--- src/hw/fpx_pkg.sv ---
/*
 * fpx_pkg: shared constants for the fp exception result selector.
 * assumes single operands sit in the low 32 bits of a 64-bit word.
 */
package fpx_pkg;
    typedef enum logic [3:0] {
        single_add_op,
        double_add_op,
        single_subtract_op,
        double_subtract_op,
        single_multiply_op,
        double_multiply_op,
        single_divide_op,
        double_divide_op,
        single_to_double_multiply
    } fpx_op_t;

    // status bit positions: invalid, nan result, overflow, underflow, inexact, div by zero
    localparam int ST_N = 0;
    localparam int ST_R = 1;
    localparam int ST_V = 2;
    localparam int ST_U = 3;
    localparam int ST_X = 4;
    localparam int ST_D = 5;
    localparam int ST_W = 6;

    // control register fields
    localparam int CTL_FAST = 6;
    localparam int CTL_RM_LO = 7;
    localparam int CTL_W = 9;
    localparam logic [8:0] CTL_RESET = 9'h03f;

    localparam logic [1:0] RM_NEAREST = 2'h0;
    localparam logic [1:0] RM_TO_NEG = 2'h1;
    localparam logic [1:0] RM_TO_POS = 2'h2;

    localparam logic [7:0] OFS_CONTROL = 8'h00;
    localparam logic [7:0] OFS_STICKY = 8'h04;
    localparam logic [7:0] OFS_TRAP = 8'h08;
    localparam logic [7:0] OFS_EVENT = 8'h0c;
    localparam logic [7:0] OFS_EVMASK = 8'h10;

    localparam logic [63:0] QNAN_D = 64'h7ffc000000000000;
    localparam logic [31:0] QNAN_S = 32'h7fe00000;
    localparam logic [63:0] INF_D = 64'h7ff0000000000000;
    localparam logic [31:0] INF_S = 32'h7f800000;
    localparam logic [63:0] MAX_D = 64'h7fefffffffffffff;
    localparam logic [31:0] MAX_S = 32'h7f7fffff;
endpackage

--- src/hw/fpx_classify.sv ---
/*
 * fpx_classify: sorts one operand into nan, infinity and zero classes.
 * assumes a single operand occupies bits 31:0 when i_double is low.
 */
`timescale 1ns/1ps
module fpx_classify (
    input wire logic [63:0] i_operand,
    input wire logic i_double,
    output logic o_sign,
    output logic o_zero,
    output logic o_inf,
    output logic o_qnan,
    output logic o_snan
);
    logic emax;
    logic ezero;
    logic fzero;
    logic quiet;

    always_comb begin
        o_sign = i_double ? i_operand[63] : i_operand[31];
        emax = i_double ? &i_operand[62:52] : &i_operand[30:23];
        ezero = i_double ? ~|i_operand[62:52] : ~|i_operand[30:23];
        fzero = i_double ? ~|i_operand[51:0] : ~|i_operand[22:0];
        quiet = i_double ? i_operand[51] : i_operand[22];
        o_zero = ezero & fzero;
        o_inf = emax & fzero;
        o_qnan = emax & ~fzero & quiet;
        o_snan = emax & ~fzero & ~quiet;
    end
endmodule

--- src/hw/fpx_event_irq.sv ---
/*
 * fpx_event_irq: sticky event bits cleared by a read, a mask, one irq level.
 * assumes i_read_clear pulses once per accepted read of the event register.
 */
`timescale 1ns/1ps
module fpx_event_irq #(
    parameter int W = 6
) (
    input wire logic i_clock,
    input wire logic i_rstn,
    input wire logic [W-1:0] i_set,
    input wire logic i_read_clear,
    input wire logic i_mask_we,
    input wire logic [W-1:0] i_mask_wdata,
    output logic [W-1:0] o_status,
    output logic [W-1:0] o_mask,
    output logic o_irq
);
    logic [W-1:0] status_q, status_d;
    logic [W-1:0] mask_q, mask_d;

    always_comb begin
        // a new event in the clearing cycle survives
        status_d = (status_q & ~(i_read_clear ? status_q : '0)) | i_set;
        mask_d = i_mask_we ? i_mask_wdata : mask_q;
    end

    always_ff @(posedge i_clock) begin
        if (!i_rstn) begin
            status_q <= '0;
            mask_q <= '0;
        end else begin
            status_q <= status_d;
            mask_q <= mask_d;
        end
    end

    assign o_status = status_q;
    assign o_mask = mask_q;
    assign o_irq = |(status_q & mask_q);
endmodule

--- src/hw/fpx_exc_select.sv ---
/*
 * fpx_exc_select: picks result, status and write enable for fp add, subtract,
 * multiply and divide when operands or results are exceptional.
 * assumes the arithmetic core supplies the rounded result and the overflow,
 * tiny, inexact and sign flags of the intermediate result with the operands.
 */
`timescale 1ns/1ps
module fpx_exc_select (
    input wire logic i_clock,
    input wire logic i_rstn,
    input wire logic [7:0] i_avs_address,
    input wire logic i_avs_read,
    input wire logic i_avs_write,
    input wire logic [31:0] i_avs_writedata,
    input wire logic [3:0] i_avs_byteenable,
    output logic [31:0] o_avs_readdata,
    output logic o_avs_waitrequest,
    input wire logic i_op_valid,
    input wire fpx_pkg::fpx_op_t i_op_code,
    input wire logic [63:0] i_first_source_operand,
    input wire logic [63:0] i_second_source_operand,
    input wire logic [63:0] i_rounded_result,
    input wire logic i_intermediate_sign,
    input wire logic i_intermediate_overflow,
    input wire logic i_intermediate_tiny,
    input wire logic i_intermediate_inexact,
    output logic o_res_valid,
    output logic [63:0] o_result,
    output logic o_result_write,
    output logic o_result_suppressed,
    output logic [5:0] o_exc_status,
    output logic o_trap,
    output logic o_irq
);
    import fpx_pkg::*;

    ////////////////////////////////////////////////////////////////////////////
    // operand classes
    logic dbl_in, dbl_out, is_add, is_sub, is_mul, is_div, is_widen_mul;
    logic sa, za, ia, qa, na, sb, zb, ib, qb, nb;
    logic [CTL_W-1:0] ctrl_q, ctrl_d;
    logic [5:0] masks;
    logic ovf_mask, unf_mask, inx_mask, fast_float_enable;
    logic [1:0] rounding_mode_field;

    always_comb begin
        dbl_in = (i_op_code == double_add_op) || (i_op_code == double_subtract_op) ||
                 (i_op_code == double_multiply_op) || (i_op_code == double_divide_op);
        is_widen_mul = (i_op_code == single_to_double_multiply);
        dbl_out = dbl_in | is_widen_mul;
        is_add = (i_op_code == single_add_op) || (i_op_code == double_add_op);
        is_sub = (i_op_code == single_subtract_op) || (i_op_code == double_subtract_op);
        is_mul = (i_op_code == single_multiply_op) || (i_op_code == double_multiply_op) || is_widen_mul;
        is_div = (i_op_code == single_divide_op) || (i_op_code == double_divide_op);
    end

    fpx_classify u_class_a (
        .i_operand(i_first_source_operand),
        .i_double(dbl_in),
        .o_sign(sa),
        .o_zero(za),
        .o_inf(ia),
        .o_qnan(qa),
        .o_snan(na)
    );

    fpx_classify u_class_b (
        .i_operand(i_second_source_operand),
        .i_double(dbl_in),
        .o_sign(sb),
        .o_zero(zb),
        .o_inf(ib),
        .o_qnan(qb),
        .o_snan(nb)
    );

    assign masks = ctrl_q[5:0];
    assign ovf_mask = ctrl_q[ST_V];
    assign unf_mask = ctrl_q[ST_U];
    assign inx_mask = ctrl_q[ST_X];
    assign fast_float_enable = ctrl_q[CTL_FAST];
    assign rounding_mode_field = ctrl_q[CTL_RM_LO+:2];

    function automatic logic [63:0] fp_val(input logic d, input logic s, input logic [63:0] md,
                                           input logic [31:0] ms);
        fp_val = d ? {s, md[62:0]} : {32'h0, s, ms[30:0]};
    endfunction

    ////////////////////////////////////////////////////////////////////////////
    // result and status selection
    logic [63:0] canonical_quiet_nan, res_d, res_q;
    logic [5:0] stat_d, stat_q;
    logic wr_d, wr_q, vld_q, trap_d, trap_q;
    logic sx, sbe, numeric, uf, big, any_snan, any_nan;

    always_comb begin
        canonical_quiet_nan = fp_val(dbl_out, 1'b0, QNAN_D, QNAN_S);
        sx = sa ^ sb;
        sbe = sb ^ is_sub;
        any_snan = na | nb;
        any_nan = any_snan | qa | qb;
        stat_d = '0;
        res_d = i_rounded_result;
        wr_d = 1'b1;
        numeric = 1'b0;
        // first matching branch is the highest ranked exception
        if (any_snan) begin
            res_d = canonical_quiet_nan;
            stat_d[ST_N] = 1'b1;
            stat_d[ST_R] = 1'b1;
        end else if (qa | qb) begin
            res_d = canonical_quiet_nan;
            stat_d[ST_R] = 1'b1;
        end else if (is_add | is_sub) begin
            if (ia & ib & (sa != sbe)) begin
                res_d = canonical_quiet_nan;
                stat_d[ST_N] = 1'b1;
                stat_d[ST_R] = 1'b1;
            end else if (ia) begin
                res_d = fp_val(dbl_out, sa, INF_D, INF_S);
            end else if (ib) begin
                res_d = fp_val(dbl_out, sbe, INF_D, INF_S);
            end else begin
                numeric = 1'b1;
            end
        end else if (is_mul) begin
            if ((ia & zb) | (za & ib)) begin
                res_d = canonical_quiet_nan;
                stat_d[ST_N] = 1'b1;
                stat_d[ST_R] = 1'b1;
            end else if (ia | ib) begin
                res_d = fp_val(dbl_out, sx, INF_D, INF_S);
            end else if (za | zb) begin
                res_d = fp_val(dbl_out, sx, 64'h0, 32'h0);
            end else begin
                numeric = ~is_widen_mul;
            end
        end else begin
            if ((za & zb) | (ia & ib)) begin
                res_d = canonical_quiet_nan;
                stat_d[ST_N] = 1'b1;
                stat_d[ST_R] = 1'b1;
            end else if (ia) begin
                res_d = fp_val(dbl_out, sx, INF_D, INF_S);
            end else if (zb) begin
                res_d = fp_val(dbl_out, sx, INF_D, INF_S);
                stat_d[ST_D] = 1'b1;
            end else if (za | ib) begin
                res_d = fp_val(dbl_out, sx, 64'h0, 32'h0);
            end else begin
                numeric = 1'b1;
            end
        end
        // underflow test depends on mask and fast-float
        uf = i_intermediate_tiny & (~unf_mask | fast_float_enable | i_intermediate_inexact) &
             ~((is_add | is_sub) & unf_mask & ~fast_float_enable);
        big = (rounding_mode_field == RM_NEAREST) ||
              (rounding_mode_field == (i_intermediate_sign ? RM_TO_NEG : RM_TO_POS));
        if (numeric) begin
            if (i_intermediate_overflow) begin
                stat_d[ST_V] = 1'b1;
                if (ovf_mask) begin
                    res_d = big ? fp_val(dbl_out, i_intermediate_sign, INF_D, INF_S) :
                                  fp_val(dbl_out, i_intermediate_sign, MAX_D, MAX_S);
                    stat_d[ST_X] = 1'b1;
                end else begin
                    wr_d = 1'b0;
                    stat_d[ST_X] = i_intermediate_inexact;
                end
            end else if (uf) begin
                stat_d[ST_U] = 1'b1;
                if (unf_mask & fast_float_enable) begin
                    res_d = fp_val(dbl_out, i_intermediate_sign, 64'h0, 32'h0);
                    stat_d[ST_X] = 1'b1;
                end else if (unf_mask) begin
                    stat_d[ST_X] = 1'b1;
                end else begin
                    wr_d = 1'b0;
                    stat_d[ST_X] = i_intermediate_inexact;
                end
            end else if (i_intermediate_inexact) begin
                stat_d[ST_X] = 1'b1;
                wr_d = inx_mask;
            end
        end
        trap_d = |(stat_d & ~masks);
    end

    always_ff @(posedge i_clock) begin
        if (!i_rstn) begin
            vld_q <= 1'b0;
            res_q <= 64'h0;
            stat_q <= '0;
            wr_q <= 1'b0;
            trap_q <= 1'b0;
        end else begin
            vld_q <= i_op_valid;
            if (i_op_valid) begin
                // the result register only moves on a real write
                if (wr_d) begin
                    res_q <= res_d;
                end
                stat_q <= stat_d;
                wr_q <= wr_d;
                trap_q <= trap_d;
            end
        end
    end

    assign o_res_valid = vld_q;
    assign o_result = res_q;
    assign o_result_write = vld_q & wr_q;
    assign o_result_suppressed = vld_q & ~wr_q;
    assign o_exc_status = stat_q;
    assign o_trap = vld_q & trap_q;

    ////////////////////////////////////////////////////////////////////////////
    // registers over avalon-mm, one wait state per access
    logic ack_q, ack_d, acc;
    logic [31:0] rdata_q, rdata_d;
    logic [5:0] sticky_q, sticky_d, trap_st_q, trap_st_d, ev_status, ev_mask;
    logic sticky_we, ev_clear, ev_mask_we;

    assign acc = (i_avs_read | i_avs_write) & ack_q;
    assign sticky_we = acc & i_avs_write & (i_avs_address == OFS_STICKY) & i_avs_byteenable[0];
    assign ev_clear = acc & i_avs_read & (i_avs_address == OFS_EVENT);
    assign ev_mask_we = acc & i_avs_write & (i_avs_address == OFS_EVMASK) & i_avs_byteenable[0];

    always_comb begin
        ack_d = (i_avs_read | i_avs_write) & ~ack_q;
        ctrl_d = ctrl_q;
        if (acc & i_avs_write & (i_avs_address == OFS_CONTROL)) begin
            if (i_avs_byteenable[0]) begin
                ctrl_d[7:0] = i_avs_writedata[7:0];
            end
            if (i_avs_byteenable[1]) begin
                ctrl_d[8] = i_avs_writedata[8];
            end
        end
        // sticky bits follow the mask; hardware set beats a software write
        sticky_d = (sticky_we ? i_avs_writedata[5:0] : sticky_q) |
                   ({6{vld_q}} & stat_q & masks);
        trap_st_d = (vld_q & trap_q) ? stat_q : trap_st_q;
        unique case (i_avs_address)
            OFS_CONTROL: rdata_d = {23'h0, ctrl_q};
            OFS_STICKY: rdata_d = {26'h0, sticky_q};
            OFS_TRAP: rdata_d = {26'h0, trap_st_q};
            OFS_EVENT: rdata_d = {26'h0, ev_status};
            OFS_EVMASK: rdata_d = {26'h0, ev_mask};
            default: rdata_d = 32'h0;
        endcase
    end

    always_ff @(posedge i_clock) begin
        if (!i_rstn) begin
            ack_q <= 1'b0;
            rdata_q <= 32'h0;
            ctrl_q <= CTL_RESET;
            sticky_q <= '0;
            trap_st_q <= '0;
        end else begin
            ack_q <= ack_d;
            rdata_q <= rdata_d;
            ctrl_q <= ctrl_d;
            sticky_q <= sticky_d;
            trap_st_q <= trap_st_d;
        end
    end

    assign o_avs_waitrequest = (i_avs_read | i_avs_write) & ~ack_q;
    assign o_avs_readdata = rdata_q;

    // a trap raises the event bits of every status bit of the trapping op, masked or not
    fpx_event_irq #(
        .W(ST_W)
    ) u_events (
        .i_clock(i_clock),
        .i_rstn(i_rstn),
        .i_set({6{vld_q & trap_q}} & stat_q),
        .i_read_clear(ev_clear),
        .i_mask_we(ev_mask_we),
        .i_mask_wdata(i_avs_writedata[5:0]),
        .o_status(ev_status),
        .o_mask(ev_mask),
        .o_irq(o_irq)
    );

    ////////////////////////////////////////////////////////////////////////////
    // checks
    logic h_snan, h_widen_mul, h_fast_zero, h_addsub_masked, h_divzero, h_div_sign, h_ovf_masked;
    assign h_snan = i_op_valid & any_snan;
    assign h_widen_mul = i_op_valid & is_widen_mul & ~any_nan;
    assign h_fast_zero = i_op_valid & numeric & uf & ~i_intermediate_overflow & unf_mask & fast_float_enable;
    assign h_addsub_masked = i_op_valid & (is_add | is_sub) & unf_mask & ~fast_float_enable;
    assign h_divzero = i_op_valid & is_div & ~any_nan & za & ~zb & ~ia;
    assign h_div_sign = sx;
    assign h_ovf_masked = ovf_mask;
endmodule

--- config.mk ---
export PLATFORM = sky130hd
export DESIGN_NAME = fpx_exc_select
export DESIGN_NICKNAME = d
export VERILOG_FILES = /design/src/hw/fpx_pkg.sv /design/src/hw/fpx_classify.sv /design/src/hw/fpx_event_irq.sv /design/src/hw/fpx_exc_select.sv
export SDC_FILE = /design/constraint.sdc
export NUM_CORES = 1
export LEC_CHECK = 0
export BUFFER_PORTS_ARGS = -buffer_cell sky130_fd_sc_hd__buf_2
export CORE_AREA = 2 2 139 141
export DETAILED_ROUTE_END_ITERATION = 7
export DIE_AREA = 0 0 141 143
export GPL_TIMING_DRIVEN = 0
export PLACE_DENSITY = 0.75
export SLEW_MARGIN = 20
export SYNTH_ARGS = -nofsm -noshare
export SYNTH_HDL_FRONTEND = slang
export SYNTH_HIERARCHICAL = 1
export SYNTH_SLANG_ARGS = --single-unit
--- constraint.sdc ---
create_clock -name i_clock -period 5.8 [get_ports i_clock]
set_clock_uncertainty 0.2 [all_clocks]
set_input_delay 1.16 -clock i_clock [delete_from_list [all_inputs] [get_ports i_clock]]
set_output_delay 1.16 -clock i_clock [all_outputs]
set_load 0.05 [all_outputs]
==> flow_metrics.py, run 1 <==
metrics = {
    "worst_setup_path": {
        "cp.required_ns": 5.91,
        "arrival_ns": 5.20,
        "start_kind": "primary input",
        "worst-path-max-fanout": 10,
        "path_buf_inv": 5,
        "slowest_delay_ns": 0.74,
        "path_delay_family": "simple AND/OR/NAND/NOR gates",
        "end_kind": "flip-flop",
        "crit_chain": "buf_2, nand2b_1, buf_2, inv_1, buf_6, nand4_1, nor3_1, nor2_1, nor3_1, and2_1, a21o_1, clkbuf_1, nor3b_1, nor2_1, a211oi_1",
        "critPathKind": "primary input to flip-flop",
        "crit_slowest_cell": "nor3_1",
    },
    "sta": {
        "worstMarginPinSlew_ns": 1.00,
        "fmax_mhz": 196,
        "setup-violations-final": 0,
        "maxSlewViolCount": 0,
        "maxSlewHeadroom_pct": 32.7,
        "setup_tns_ns": 0,
        "whs_ns": 0.272,
        "timing.final.crit_share_pct": 87.8,
        "min_period_ns": 5.09,
        "rsz0062_at_grt": "false",
        "finalHoldViolCount": 0,
    },
    "routing": {
        "vias": 7849,
        "finalWirelength_um": 24900,
        "wl_per_cell_um": 17.6,
        "drt-vias-per-instance": 5.55,
        "antenna_left": 0,
        "drt_pass1_iterations": 5,
        "drt_iter0_drc": 570,
        "drc": 0,
    },
    "place": {
        "finalWeightedCongestion": 0.975,
        "io_buffer_count": 307,
        "hpwl_um": 19500,
    },
    "pwr": {
        "seqPwrFrac_pct": 34.9,
        "intPower_uw": 1690,
        "p_leak_uw": 0.00436,
        "pwr-share-clk_pct": 43.3,
        "pwr_density_cell_nw_per_um2": 270,
        "combPwrFrac_pct": 21.8,
        "p_sw_share_pct": 31.8,
        "vdd_drop_max_mv": 0.220,
        "power.switching_uw": 789,
    },
    "global_routing": {
        "grt_pass1_wl_um": 39200,
        "top_usage_layer": "met2",
        "use_met3_pct": 6.00,
        "use_met1_pct": 33.1,
        "grt_util_all_layers_pct": 24.4,
        "use_met2_pct": 38.9,
        "antenna_found_initial": 1,
        "grt_overflow": 0,
        "grt_pass1_vias": 7434,
        "grt_max_degree": 17,
    },
    "logic_synthesis": {
        "synth_top_cell_by_area": "dfxtp_1",
        "synth_cell_types": 79,
        "synth_edf_count": 0,
        "synthesis.area_um2": 6660,
        "synth.area.top_cells": "dfxtp_1 (35%), a21oi_1 (6.9%), nor2_1 (5.0%), o21ai_1 (4.1%), mux2i_1 (3.9%)",
        "synth_flop_cell": "dfxtp_1",
        "ys_ff_latch": 116,
        "ys_seq_area_share_pct": 34.9,
        "ys_warn_count": 6,
        "synth_top_area_share_pct": 34.9,
        "syn_inst": 817,
        "ys_async_sr_fraction_pct": 0,
        "avgSynthCellArea_um2": 8.15,
    },
    "cts": {
        "numCtsBuffers": 17,
        "clockBufferDepth": 2,
        "cts_root_buf": "clkbuf_16",
        "clk-insertion-delay-late_ns": 0.41,
        "cts_hold_buf": 0,
        "clkTransAtPathRegs_ns": 0.06,
        "post-cts-setup-buffers": 0,
        "cts_tree": "yes",
        "clock_sink_count": 116,
        "cts-htree-levels": 4,
        "cts_resized": 0,
    },
    "layout": {
        "area_growth_pct": 38.0,
        "nNetsFinal": 1418,
        "drive_above_1_share_pct": 34.3,
    },
    "floorplan": {
        "start_util_pct": 35.8,
        "ios": 357,
        "die_w_um": 141,
        "die_area_um2": 20200,
        "core_um2": 18600,
        "row_count": 50,
        "dieHeight_um": 143,
    },
    "run": {
        "drv_cap": 0,
    },
    "worst_hold_path": {
        "hold_class": "flip-flop to flip-flop",
    },
    "run_status": {
        "status": "finished clean",
    },
}
-- layout by cell type, fill, tap and decap left out, types with 6 or more instances in the layout --
cell type / count
buf_2: 321
dfxtp_1: 116
a21oi_1: 92
nor2_1: 89
o21ai_1: 54
nand2_1: 37
clkbuf_1: 36
nor4_1: 29
mux2i_1: 26
buf_4: 23
conb_1: 23
o21ai_0: 19
nor2b_1: 18
clkbuf_16: 17
nand3_1: 16
and3_1: 15
nor3_1: 15
nand4_1: 14
a22oi_1: 13
a211o_1: 12
inv_1: 11
a21o_1: 11
a31oi_1: 10
o21a_1: 9
a211oi_1: 9
o311a_1: 9
nand2b_1: 6
o22ai_1: 6
a222oi_1: 6
-- registers in the layout, summed over array words and instances (netlist names) --
signal	count
o_result	64
ctrl_q	9
o_avs_readdata	9
o_exc_status	6
sticky_q	6
trap_st_q	6
u_events/o_mask	6
u_events/o_status	6
ack_q	1
o_res_valid	1
trap_q	1
wr_q	1
-- layer usage --
| metal | part of all wire (%) | vias up | wire (um) |
|---|---|---|---|
| met5 | 0 | - | 0 |
| met3 | 9.6 | 36 | 2390 |
| met4 | 1.5 | 0 | 380 |
| met2 | 45 | 402 | 11300 |
| met1 | 43 | 3675 | 10800 |
| li1 | - | 3736 | - |
-- stage by stage --
step / util [%] / instances / total power (uW) / setup WS [ns] / cell area (um^2)
after floorplan: - / 839 / 1230 / 1.21 / 6740
after global placement: 46.1 / 1380 / 1410 / 0.329 / 8570
final: 49.4 / 1415 / 2480 / 0.708 / 9190
after global routing: 49.4 / 1414 / 2570 / 0.355 / 9180
after CTS: 49.4 / 1412 / 2490 / 0.694 / 9180
after detailed placement: 46.1 / 1380 / 1420 / 0.281 / 8570
-- synth_stat cells (all sizes together), types with 5 or more instances --
master	instances
a211o	12
a211oi	9
a21o	13
a21oi	92
a222oi	6
a22oi	14
a311oi	5
a31oi	10
and2	5
and3	15
buf	42
clkbuf	37
dfxtp	116
inv	11
mux2i	26
nand2	37
nand2b	6
nand3	18
nand4	15
nor2	89
nor2b	18
nor3	15
nor4	35
nor4b	5
o21a	9
o21ai	73
o22ai	6
o311a	9
-- kinds of logic (layout without fill, tap and decap cells) --
family	count (synthesis)	after routing	share of synthesized area, %
AO/OA/AOI/OAI	295	295	29.5
AND/OR/NAND/NOR	279	279	23.0
flip-flops	116	116	34.9
buffers and inverters	91	431	7.05
multiplexers	28	28	4.25
XOR/XNOR	4	4	0.752
adder cells (fa/ha/maj)	3	3	0.564
other	1	25	0.0563
-- power groups by stage --
stage          sequential (uW)  clock [uW]  combinational, uW
6_report                   866        1070                540
5_1_grt                    870        1120                580
4_1_cts                    865        1090                537
3_5_place_dp               880           0                535
3_3_place_gp               880           0                529
2_1_floorplan             1010           0                214
-- path summary, 6_finish.rpt --
path	endpoint	slack [ns]	cells after the start	start
max	o_exc_status[1]	0.71	15	i_op_code[3]
min reg2reg	o_result[31]	0.27	2	o_result[31]
max reg2reg	o_result[54]	3.27	5	ctrl_q[6]
min	o_result[31]	0.27	2	o_result[31]
-- area by class of cell --
| type | count | area (um^2) |
|---|---|---|
| Antenna cell | 2 | 5.00 |
| Buffer | 79 | 424 |
| Clock buffer | 17 | 425 |
| Clock inverter | 15 | 181 |
| Fill cell | 1806 | 9390 |
| Inverter | 12 | 45.0 |
| Multi-Input combinational cell | 632 | 3950 |
| Sequential cell | 116 | 2320 |
| Tap cell | 234 | 293 |
| Timing Repair Buffer | 308 | 1540 |
-- worst reg2reg max path, stage by stage (launching register included) --
cell	delay (ns)
dfxtp_1	0.46
o31ai_1	0.17
a221oi_4	0.51
o41ai_4	0.19
a311o_1	0.50
o311a_1	0.40
Note: power is estimated with default switching activity, not from simulation.
==> inputs of run 2 (changes only) <==
CORE_AREA = 2 2 140 142   (was 2 2 139 141)
DIE_AREA = 0 0 142 144   (was 0 0 141 143)
PLACE_DENSITY = 0.74   (was 0.75)
==> flow_metrics.py, run 2 (synthesis gave the netlist of run 1 again) <==
metrics = {
    "cts": {
        "clk-insertion-delay-late_ns": 0.41,
        "cts_root_buf": "clkbuf_16",
        "clkTransAtPathRegs_ns": 0.05,
        "cts_resized": 0,
        "cts_hold_buf": 0,
        "clockBufferDepth": 2,
        "cts_tree": "yes",
        "numCtsBuffers": 17,
        "clock_sink_count": 116,
        "cts-htree-levels": 4,
        "post-cts-setup-buffers": 0,
    },
    "layout": {
        "num-fill-cells": 1881,
        "mostFrequentLayoutCell": "buf_2",
        "nNetsFinal": 1418,
        "fin_area_um2": 9220,
        "area_growth_pct": 38.5,
        "final_cell_mix": "buf_2 (321), dfxtp_1 (116), a21oi_1 (92), nor2_1 (89), o21ai_1 (54)",
        "largest_reg_flops": 64,
        "drive_above_1_share_pct": 34.3,
    },
    "routing": {
        "drt_pass1_iterations": 6,
        "finalWirelength_um": 24500,
        "drt-vias-per-instance": 5.45,
        "drt_iter0_drc": 460,
        "drc": 0,
        "antenna_left": 0,
        "wl_per_cell_um": 17.3,
        "vias": 7722,
    },
    "place": {
        "placed_area_um2": 8570,
        "hpwl_um": 19300,
        "finalWeightedCongestion": 0.892,
        "io_buffer_count": 307,
    },
    "worst_setup_path": {
        "worst-path-max-fanout": 10,
        "arrival_ns": 5.30,
        "cp.required_ns": 5.94,
        "critPathKind": "primary input to flip-flop",
        "path_delay_family": "simple AND/OR/NAND/NOR gates",
        "crit_slowest_cell": "nor3_1",
        "end_kind": "flip-flop",
        "path_buf_inv": 6,
        "cp.depth": 16,
        "slowest_delay_ns": 0.78,
        "endpoint": "o_result[7]",
        "worstRegToRegCells": 7,
        "rr_startpoint": "ctrl_q[6]",
        "start_kind": "primary input",
        "r2r_end": "o_result[3]",
        "crit_start": "i_op_code[3]",
        "crit_chain": "buf_2, nand2b_1, buf_2, inv_1, buf_6, nand4_1, nor3_1, nor2_1, nor3_1, nor2_1, a22oi_4, o211a_1, clkbuf_1, buf_2, a21oi_1, nor2_1",
        "reg2reg_slack_ns": 3.27,
    },
    "floorplan": {
        "die_w_um": 142,
        "core_um2": 19100,
        "row_count": 51,
        "dieHeight_um": 144,
        "ios": 357,
        "start_util_pct": 34.9,
        "die_area_um2": 20400,
    },
    "pwr": {
        "power_uw": 2530,
        "p_leak_uw": 0.00437,
        "vdd_drop_max_mv": 0.235,
        "pwr_density_cell_nw_per_um2": 274,
    },
    "sta": {
        "maxSlewHeadroom_pct": 36.1,
        "min_period_ns": 5.16,
        "finalHoldViolCount": 0,
        "setup_tns_ns": 0,
        "rsz0062_at_grt": "false",
        "worstMarginPinSlew_ns": 0.952,
        "setup-violations-final": 0,
        "timing.final.crit_share_pct": 89.0,
        "fmax_mhz": 194,
        "maxSlewViolCount": 0,
    },
    "global_routing": {
        "grt_pass1_wl_um": 37600,
        "grt_overflow": 0,
        "grt_max_degree": 17,
        "grt_pass1_vias": 7207,
        "grt_util_all_layers_pct": 23.4,
        "antenna_found_initial": 0,
    },
    "worst_hold_path": {
        "hold_class": "flip-flop to flip-flop",
    },
    "run_status": {
        "status": "finished clean",
    },
    "run": {
        "drv_cap": 0,
    },
}
==> run 2: cell count changes in the layout (fill, tap and decap cells not counted), sizes merged <==
cell / before / now
clkinv: 9 / 5
clkbuf: 55 / 58
inv: 13 / 12
bufinv: 3 / 4
clkinvlp: 2 / 3
diode: 2 / 1
==> run 2: how the worst min path moves through the flow <==
stage                          from              end  slack (ns)  depth (start not counted)
floorplan              trap_st_q[0]     trap_st_q[0]        0.26                          2
global placement       o_result[31]     o_result[31]        0.26                          2
detailed placement     o_result[31]     o_result[31]        0.26                          2
CTS                    o_result[31]     o_result[31]        0.29                          2
global route        o_exc_status[3]  o_exc_status[3]        0.31                          2
finish                 o_result[31]     o_result[31]        0.28                          2
==> run 2: cell type report <==
class	count	area (um^2)	share of cell area [%]
Antenna cell	1	2.50	0.0271
Buffer	79	424	4.60
Clock buffer	20	467	5.06
Clock inverter	12	175	1.90
Inverter	12	45.0	0.488
Multi-Input combinational cell	632	3950	42.8
Sequential cell	116	2320	25.2
Tap cell	238	298	3.23
Timing Repair Buffer	308	1540	16.7
==> run 2: worst register-to-register path: stages (launching register included) <==
cell      delay [ns]
dfxtp_1         0.45
o31ai_1         0.16
a221oi_4        0.51
o41a_1          0.22
buf_2           0.24
buf_1           0.46
o21ai_1         0.13
nor2_1          0.10
==> run 2: power by group <==
| part | switching (uW) | total [uW] | internal [uW] |
|---|---|---|---|
| registers | 25.2 | 865 | 840 |
| clock network | 373 | 1130 | 752 |
| logic | 366 | 538 | 172 |
==> run 2: stage by stage <==
stage | setup WS [ns] | hold WS, ns | utilization (%) | std cells
finish | 0.640 | 0.284 | 48.3 | 1418
detailed placement | 0.211 | 0.259 | 44.9 | 1384
CTS | 0.626 | 0.289 | 48.3 | 1416
global route | 0.323 | 0.311 | 48.3 | 1417
global placement | 0.230 | 0.258 | 44.9 | 1384
floorplan | 1.21 | 0.255 | - | 839
==> run 2: metal layers <==
metal | GRT usage (%) | vias up | wire length [um]
met4 | 6.95 | 0 | 447
li1 | - | 3739 | -
met3 | 6.09 | 30 | 2030
met5 | 0 | - | 0
met2 | 37.1 | 363 | 11300
met1 | 31.3 | 3590 | 10700
